[src/counter_sense_consts.vh]
// constants for the universal counter and voltage sense input block
// Summary of operation
// - setup selector 3 with b3 clear routes the high-frequency pin to the counter.
// - setup selector 3 with b3 set makes the high-frequency pin a general input.
// - setup selector 3 with b2 clear routes the low-frequency pin to the counter.
// - setup selector 3 with b2 set makes the low-frequency pin a general input.
// - counter setup b3=0 b2=0 selects frequency measurement on the high-frequency pin.
// - counter setup b3=0 b2=1 selects frequency measurement on the low-frequency pin.
// - counter setup b3=1 b2=0 selects period measurement on the low-frequency pin.
// - count time is chosen first; only the control command starts a count.
// - a finished count, frequency or period, sets the count-done flag.
// - internal register 0x0e bit 0 returns the high-frequency pin level as input.
// - internal register 0x0e bit 1 returns the low-frequency pin level as input.
// - in clock stop both counter pins are disabled and read as low.
// - power-on reset selects counter function, high-frequency frequency mode.
// - a sense flip-flop fed by the sense pin records power failure, flag test bit 2.
// - the sense pin level as general input is flag test bit 3.
// - sense pin input stays enabled in clock stop; during reset its synchroniser is held cleared, so it reads low.
// - clock stop entered by hold enable, hold low and stop command; left on hold high.
`ifndef COUNTER_SENSE_CONSTS_VH
`define COUNTER_SENSE_CONSTS_VH

// ****************************************
// instruction fields
// ****************************************
`define SEL_COUNTER_PINS 4'h3
`define BIT_HF_GP        3
`define BIT_LF_GP        2
`define BIT_MODE_HI      3
`define BIT_MODE_LO      2
`define ADDR_PIN_LEVEL   4'h0
`define ADDR_PIN_LEVEL_E 4'h0e
`define BIT_RD_HF        0
`define BIT_RD_LF        1
`define BIT_FT_SENSE_FF  2
`define BIT_FT_SENSE_LVL 3
`define BIT_TIME_HI      1
`define BIT_TIME_LO      0

// ****************************************
// counter modes
// ****************************************
`define MODE_HF_FREQ  2'h0
`define MODE_LF_FREQ  2'h1
`define MODE_LF_PER   2'h2
`define MODE_RESERVED 2'h3

// ****************************************
// count times and widths
// ****************************************
// gate lengths in sys_clk cycles: 1, 4, 8 and 32 ms at 40 MHz
`define GATE_CYC0_DEF 21'h9c40
`define GATE_CYC1_DEF 21'h2_7100
`define GATE_CYC2_DEF 21'h4_e200
`define GATE_CYC3_DEF 21'h13_8800
`define CNT_W        20
`define GATE_W       21
`define CNT_MAX      20'hf_ffff
`define NIB_ZERO     4'h0

`endif

[src/counter_sense.v]
// universal counter pin control, count engine and voltage sense flip-flop
`timescale 1ns/10ps
`include "counter_sense_consts.vh"
module counter_sense #(
  parameter [`GATE_W-1:0] GATE_CYC0 = `GATE_CYC0_DEF,
  parameter [`GATE_W-1:0] GATE_CYC1 = `GATE_CYC1_DEF,
  parameter [`GATE_W-1:0] GATE_CYC2 = `GATE_CYC2_DEF,
  parameter [`GATE_W-1:0] GATE_CYC3 = `GATE_CYC3_DEF
) (
  // clock and power-on reset
  input  wire              sys_clk,
  input  wire              rst,
  // input pins
  input  wire              high_freq_counter_pin,
  input  wire              low_freq_counter_pin,
  input  wire              voltage_sense_pin,
  input  wire              hold_pin,
  // instruction strobes and operands
  input  wire              io_setup_instr,
  input  wire [3:0]        setup_word_selector,
  input  wire              counter_setup_instr,
  input  wire              count_time_instr,
  input  wire              counter_control_instr,
  input  wire              internal_reg_input_instr,
  input  wire              flag_test_instr,
  input  wire              clock_stop_instr,
  input  wire [3:0]        instr_data,
  input  wire [3:0]        reg_addr,
  input  wire              hold_enable_flag,
  // results
  output reg  [3:0]        read_data_q,
  output reg               read_valid_q,
  output reg  [3:0]        flag_data_q,
  output reg               flag_valid_q,
  output reg               count_done_flag,
  output reg               count_busy_q,
  output reg  [`CNT_W-1:0] count_value_q,
  output reg  [1:0]        mode_q,
  output reg               hf_gp_q,
  output reg               lf_gp_q,
  output reg               clock_stop_q
);

  // ****************************************
  // synchronised pin levels
  // ****************************************
  wire hf_raw;
  wire lf_raw;
  wire sense_lvl;
  wire hold_lvl;

  pin_sync u_sync_hf (
    .sys_clk (sys_clk),
    .rst     (rst),
    .pin     (high_freq_counter_pin),
    .level_q (hf_raw)
  );

  pin_sync u_sync_lf (
    .sys_clk (sys_clk),
    .rst     (rst),
    .pin     (low_freq_counter_pin),
    .level_q (lf_raw)
  );

  pin_sync u_sync_sense (
    .sys_clk (sys_clk),
    .rst     (rst),
    .pin     (voltage_sense_pin),
    .level_q (sense_lvl)
  );

  pin_sync u_sync_hold (
    .sys_clk (sys_clk),
    .rst     (rst),
    .pin     (hold_pin),
    .level_q (hold_lvl)
  );

  wire hf_lvl = hf_raw & ~clock_stop_q;
  wire lf_lvl = lf_raw & ~clock_stop_q;

  // ****************************************
  // clock stop control
  // ****************************************
  // wake follows the synchronised hold, so a short hold glitch cannot end the stop
  // enter and leave stop
  always @(posedge sys_clk or posedge rst) begin
    if (rst) begin
      clock_stop_q <= 1'b0;
    end else if (clock_stop_q) begin
      if (hold_lvl) begin
        clock_stop_q <= 1'b0;
      end
    end else if (clock_stop_instr && hold_enable_flag && !hold_lvl) begin
      clock_stop_q <= 1'b1;
    end
  end

  // ****************************************
  // pin function and counter mode
  // ****************************************
  wire [1:0] mode_req = {instr_data[`BIT_MODE_HI], instr_data[`BIT_MODE_LO]};

  always @(posedge sys_clk or posedge rst) begin
    if (rst) begin
      hf_gp_q <= 1'b0;
      lf_gp_q <= 1'b0;
      mode_q  <= `MODE_HF_FREQ;
    end else begin
      if (io_setup_instr && setup_word_selector == `SEL_COUNTER_PINS) begin
        hf_gp_q <= instr_data[`BIT_HF_GP];
        lf_gp_q <= instr_data[`BIT_LF_GP];
      end
      if (counter_setup_instr && mode_req != `MODE_RESERVED) begin
        mode_q <= mode_req;
      end
    end
  end

  // ****************************************
  // count time select
  // ****************************************
  reg [1:0]         time_sel_q;
  reg [`GATE_W-1:0] gate_len;

  // a new time may arrive mid-count; only the next start uses it
  // time chosen before start
  always @(posedge sys_clk or posedge rst) begin
    if (rst) begin
      time_sel_q <= 2'h0;
    end else if (count_time_instr) begin
      time_sel_q <= instr_data[`BIT_TIME_HI:`BIT_TIME_LO];
    end
  end

  always @* begin
    case (time_sel_q)
      2'h0:    gate_len = GATE_CYC0;
      2'h1:    gate_len = GATE_CYC1;
      2'h2:    gate_len = GATE_CYC2;
      default: gate_len = GATE_CYC3;
    endcase
  end

  // ****************************************
  // count engine
  // ****************************************
  localparam [1:0] ST_IDLE = 2'h0;
  localparam [1:0] ST_GATE = 2'h1;
  localparam [1:0] ST_ARM  = 2'h2;
  localparam [1:0] ST_PER  = 2'h3;

  reg  [1:0]         state_q;
  reg  [`GATE_W-1:0] gate_q;
  reg  [`CNT_W-1:0]  acc_q;
  reg                prev_q;
  // a pin in general-input use feeds no edges to the counter
  wire               sel_lvl = (mode_q == `MODE_HF_FREQ) ? (hf_lvl & ~hf_gp_q) : (lf_lvl & ~lf_gp_q);
  wire               rise    = sel_lvl & ~prev_q;
  wire               finish;
  wire               gate_end;
  wire               period_end;
  wire               start_ok = counter_control_instr && (state_q == ST_IDLE);
  // saturate rather than wrap, so an overlong period reads as all ones
  wire [`CNT_W-1:0]  acc_inc = (acc_q == `CNT_MAX) ? acc_q : acc_q + 1'b1;

  // gate ends when the down counter has run out
  assign gate_end   = (state_q == ST_GATE) && (gate_q == {`GATE_W{1'b0}});
  // period ends on the next rising edge or on saturation
  assign period_end = (state_q == ST_PER) && (rise || acc_q == `CNT_MAX);
  assign finish     = gate_end | period_end;

  always @(posedge sys_clk or posedge rst) begin
    if (rst) begin
      state_q       <= ST_IDLE;
      gate_q        <= {`GATE_W{1'b0}};
      acc_q         <= {`CNT_W{1'b0}};
      prev_q        <= 1'b0;
      count_value_q <= {`CNT_W{1'b0}};
      count_busy_q  <= 1'b0;
    end else begin
      prev_q <= sel_lvl;
      case (state_q)
        ST_IDLE: begin
          if (start_ok) begin
            acc_q        <= {`CNT_W{1'b0}};
            count_busy_q <= 1'b1;
            if (mode_q == `MODE_LF_PER) begin
              state_q <= ST_ARM;
            end else begin
              gate_q  <= gate_len - 1'b1;
              state_q <= ST_GATE;
            end
          end
        end
        ST_GATE: begin
          if (rise) begin
            acc_q <= acc_inc;
          end
          if (finish) begin
            count_value_q <= rise ? acc_inc : acc_q;
            count_busy_q  <= 1'b0;
            state_q       <= ST_IDLE;
          end else begin
            gate_q <= gate_q - 1'b1;
          end
        end
        ST_ARM: begin
          // period timing begins at the first rising edge
          if (rise) begin
            state_q <= ST_PER;
          end
        end
        ST_PER: begin
          if (finish) begin
            // the closing cycle counts, so a whole period is reported
            count_value_q <= acc_inc;
            count_busy_q  <= 1'b0;
            state_q       <= ST_IDLE;
          end else begin
            acc_q <= acc_inc;
          end
        end
        default: begin
          state_q <= ST_IDLE;
        end
      endcase
    end
  end

  // done flag, set wins over restart
  always @(posedge sys_clk or posedge rst) begin
    if (rst) begin
      count_done_flag <= 1'b0;
    end else if (finish) begin
      count_done_flag <= 1'b1;
    end else if (start_ok) begin
      count_done_flag <= 1'b0;
    end
  end

  // ****************************************
  // voltage sense flip-flop
  // ****************************************
  // reset means power was lost, so the flip-flop comes up set
  reg sense_ff_q;

  // low sense while stopped marks failure
  always @(posedge sys_clk or posedge rst) begin
    if (rst) begin
      sense_ff_q <= 1'b1;
    end else if (clock_stop_q && !sense_lvl) begin
      sense_ff_q <= 1'b1;
    end else if (flag_test_instr) begin
      sense_ff_q <= 1'b0;
    end
  end

  // ****************************************
  // instruction reads
  // ****************************************
  // a pin left on the counter reads low, so a count input is never taken for a level
  reg [3:0] pin_level_word;
  reg [3:0] flag_word;

  always @* begin
    pin_level_word = `NIB_ZERO;
    flag_word      = `NIB_ZERO;
    pin_level_word[`BIT_RD_HF] = hf_lvl & hf_gp_q;
    pin_level_word[`BIT_RD_LF] = lf_lvl & lf_gp_q;
    flag_word[`BIT_FT_SENSE_FF] = sense_ff_q;
    flag_word[`BIT_FT_SENSE_LVL] = sense_lvl;
  end

  always @(posedge sys_clk or posedge rst) begin
    if (rst) begin
      read_data_q  <= `NIB_ZERO;
      read_valid_q <= 1'b0;
      flag_data_q  <= `NIB_ZERO;
      flag_valid_q <= 1'b0;
    end else begin
      read_valid_q <= internal_reg_input_instr;
      flag_valid_q <= flag_test_instr;
      if (internal_reg_input_instr) begin
        // only the pin word is mapped
        read_data_q <= (reg_addr == `ADDR_PIN_LEVEL_E) ? pin_level_word : `NIB_ZERO;
      end
      if (flag_test_instr) begin
        flag_data_q <= flag_word;
      end
    end
  end

endmodule

[src/pin_sync.v]
// three-stage input synchroniser with agreement filter
`timescale 1ns/10ps
module pin_sync (
  // clock and reset
  input  wire sys_clk,
  input  wire rst,
  // asynchronous pin and filtered level
  input  wire pin,
  output reg  level_q
);

  reg s1_q;
  reg s2_q;
  reg s3_q;

  // a change counts once stages two and three agree
  always @(posedge sys_clk or posedge rst) begin
    if (rst) begin
      s1_q    <= 1'b0;
      s2_q    <= 1'b0;
      s3_q    <= 1'b0;
      level_q <= 1'b0;
    end else begin
      s1_q <= pin;
      s2_q <= s1_q;
      s3_q <= s2_q;
      if (s2_q == s3_q) begin
        level_q <= s3_q;
      end
    end
  end

endmodule
[config.mk]
export PLATFORM = sky130hd
export DESIGN_NAME = counter_sense
export DESIGN_NICKNAME = d
export VERILOG_FILES = /design/src/counter_sense.v /design/src/pin_sync.v
export VERILOG_INCLUDE_DIRS = /design/src
export SDC_FILE = /design/constraint.sdc
export NUM_CORES = 1
export LEC_CHECK = 0
export ABC_AREA = 0
export BUFFER_PORTS_ARGS = -buffer_cell sky130_fd_sc_hd__buf_2
export CORE_MARGIN = 5
export CORE_UTILIZATION = 59
export DETAILED_ROUTE_END_ITERATION = 8
export HOLD_SLACK_MARGIN = 0.06
export PLACE_DENSITY = 0.79
export SLEW_MARGIN = 20
export SYNTH_ARGS = -nofsm -noshare
export SYNTH_HDL_FRONTEND = slang
export SYNTH_SLANG_ARGS = --single-unit
export TNS_END_PERCENT = 30
[constraint.sdc]
create_clock -name sys_clk -period 4.4 [get_ports sys_clk]
set_clock_uncertainty 0.15 [all_clocks]
set_input_delay 1.32 -clock sys_clk [delete_from_list [all_inputs] [get_ports sys_clk]]
set_output_delay 1.32 -clock sys_clk [all_outputs]
set_load 0.005 [all_outputs]
==> flow_summary.ini <==
[worst_setup_path]
reg2reg_slack_ns = 1.21
crit_type = reg2reg
reg2reg_from = state_q[1]
r2r_cells = 6
start_kind = flop
cp-startpoint = state_q[1]
worst_ep_arrival_time_ns = 3.32
worstSetupEndpointType = flop
r2r_end = gate_q[15]
critPathRequiredTime_ns = 4.53
setup.worst_path.end = gate_q[15]
cp_max_fo = 16

[sta]
setup_viol = 0
tightest_slew_ns = 0.8877
rsz0062_at_grt = no
fmax_mhz = 313.6
min_period_over_period_pct = 72.48
final-hold-violation-count = 0
tns_ns = 0
min_period_ns = 3.189
slew_viol_final = 0
relSlewSlack_pct = 40.27

[clocking]
tritoncts = yes
cts_buffers = 9
cts_sinks = 96
clock_path_buffers = 2
clk_pin_slew_ns = 0.11
htreeDepth = 3
clk_latency_ns = 0.38
cts-root-buf = clkbuf_8
hold_buffers = 0
cts_resized = 0
post_cts_buffers = 0

[grt]
grt_pass1_vias = 4652
grt-ovfl-total = 0
grt_pass1_wl_mm = 22.98
grt_use_total_pct = 25.42
top_usage_layer = met2
grt_max_degree = 46
use_met3_pct = 4.857
antenna_found_initial = 0
met2_usage_pct = 42.53
grtUsageMet1_pct = 32.69

[placement]
globalplace.congestion = 0.9797
place_area_um2 = 5831
dp_hpwl_mm = 9.910
portBuffers = 58

[run]
drv_cap = 0

[finish]
final_util_pct = 66.00
n_antenna_cell = 0
final_area_um2 = 6041
nets = 678
syn2layout_area_growth_pct = 10.33
drive_gt1_share_pct = 20.49

[worst_hold_path]
hp-class = reg2reg

[die]
fp.coreArea_um2 = 9153
chipHeight_um = 106.3
fp.dieW_um = 106.3
num_rows = 35
ios = 63
start_util_pct = 59.82
dieArea_um2 = 11310

[synth]
ys.flop_type = dfrtp_1
yosysWarnings = 0
synth-edff-count = 0
avgSynthCellArea_um2 = 9.156
synthCells = 598
ys_ff_latch = 96
synth_area_um2 = 5475
synth_async_sr_flop_share_pct = 100.0
ys_types = 67
ys_seq_area_share_pct = 43.90

[detailed_routing]
wl_per_cell_um = 18.41
avgViaCountPerCell = 6.332
drc_errors = 0
drtIter0Drc = 254
first_pass_iters = 5
routed_wl_mm = 13.99
vias = 4812
drtAntennaViolNets = 0

[pwr]
power_density_nw_per_um2 = 611.1
vdd_drop_max_uv = 295.7
p_leak_uw = 0.002671

[status]
status = complete, no violations
==> how the worst min path moves through the flow <==
stage                       from                end  slack (ns)  depth (start not counted)
3_3_place_gp   u_sync_sense.s1_q  u_sync_sense.s2_q        0.18                          0
5_1_grt           u_sync_hf.s1_q     u_sync_hf.s2_q        0.24                          0
3_5_place_dp   u_sync_sense.s1_q  u_sync_sense.s2_q        0.19                          0
6_report       u_sync_sense.s1_q  u_sync_sense.s2_q        0.21                          0
4_1_cts        u_sync_sense.s1_q  u_sync_sense.s2_q        0.22                          0
2_1_floorplan     u_sync_hf.s1_q     u_sync_hf.s2_q        0.18                          0
==> worst max-delay path, cell delays in order (launching register included) <==
cell and delay (ns):
dfrtp_1 0.59, or4b_4 0.63, nor4_1 0.38, nand3_1 0.30
a21oi_2 0.58, a2111oi_0 0.24, a211oi_1 0.22
==> cell usage after synthesis (10+ instances only) <==
cell | number | share of area, %
dfrtp_1 | 95 | 43
nand2_1 | 50 | 3.4
nor2_1 | 45 | 3.1
a21oi_1 | 44 | 4.0
o21ai_0 | 34 | 3.1
nand3_1 | 33 | 3.0
mux2_2 | 26 | 5.3
inv_1 | 23 | 1.6
clkbuf_1 | 22 | 1.5
nor3_1 | 19 | 1.7
xnor2_1 | 15 | 2.4
nand4_1 | 13 | 1.5
a31oi_1 | 10 | 1.1
nor4_1 | 10 | 1.1
==> cell type report <==
type / instances / area [um^2]
Clock buffer: 9 / 123.9
Tap cell: 111 / 138.9
Fill cell: 742 / 3112
Clock inverter: 7 / 81.33
Multi-Input combinational cell: 444 / 2824
Sequential cell: 96 / 2404
Inverter: 23 / 88.84
Timing Repair Buffer: 70 / 380.4
==> metrics by stage <==
stage	instances	total power (uW)	worst slack [ns]	hold WS (ns)
after floorplan	601	2598	0.4263	0.1812
after global placement	744	3022	1.186	0.1830
after detailed placement	744	3088	1.148	0.1864
after CTS	760	3683	1.162	0.2222
after global routing	760	3953	0.8754	0.2369
final	760	3692	1.211	0.2137
==> cell usage in the layout, fill, tap and decap left out, types with 4 or more instances in the layout <==
cell,Yosys,routed
clkbuf_8,0,9
o21ai_0,34,34
xnor2_1,15,15
or3_1,6,6
buf_2,6,58
a211oi_1,6,6
xor2_1,6,6
a31oi_1,10,10
mux2i_1,6,6
inv_1,23,22
and4_1,4,4
mux2_2,26,26
and3_1,7,7
nor3_1,19,19
a21oi_1,44,44
and2_1,8,8
maj3_1,4,4
nand2_1,50,50
o22ai_1,6,6
nand3_1,33,33
or2_2,4,4
a21o_1,5,5
conb_1,1,4
nor2_1,45,45
a41oi_1,4,4
nor3b_1,4,4
dfrtp_1,95,95
nand4_1,13,13
o211ai_1,6,6
buf_4,8,12
nor4_1,10,10
ha_1,8,8
o31ai_1,5,5
==> registers in the layout, summed over array words and instances, names as in the netlist, 2 cells and up <==
name and count:
mode_q 2, flag_data_q 2, acc_q 20, gate_q 21, read_data_q 2, time_sel_q 2
count_value_q 20, state_q 2
==> where the power goes <==
| part | internal, uW | total, uW | leakage (uW) | switching [uW] |
|---|---|---|---|---|
| combinational | 669 | 1640 | 0.00138 | 976 |
| sequential | 1140 | 1460 | 0.00119 | 316 |
| clock | 228 | 591 | 0.000104 | 363 |
| total | 2040 | 3690 | 0.00267 | 1650 |
==> cells by family after synthesis <==
family                     Yosys count  synth area share, %
AOI/OAI and AO/OA                  149                17.34
muxes                               32                6.444
other                                1              0.06849
DFF                                 96                43.90
and+or+nand+nor                    226                21.46
adders and majority gates           12                2.560
buffers and inverters               61                4.868
xor gates and xnor gates            21                3.359
==> per-layer routing <==
layer | vias up | wire (um)
li1 | 2267 | -
met1 | 2316 | 5761
met2 | 189 | 6872
met3 | 40 | 974
met4 | 0 | 384
met5 | - | 0
No activity file was read; power rests on OpenSTA's default activity.
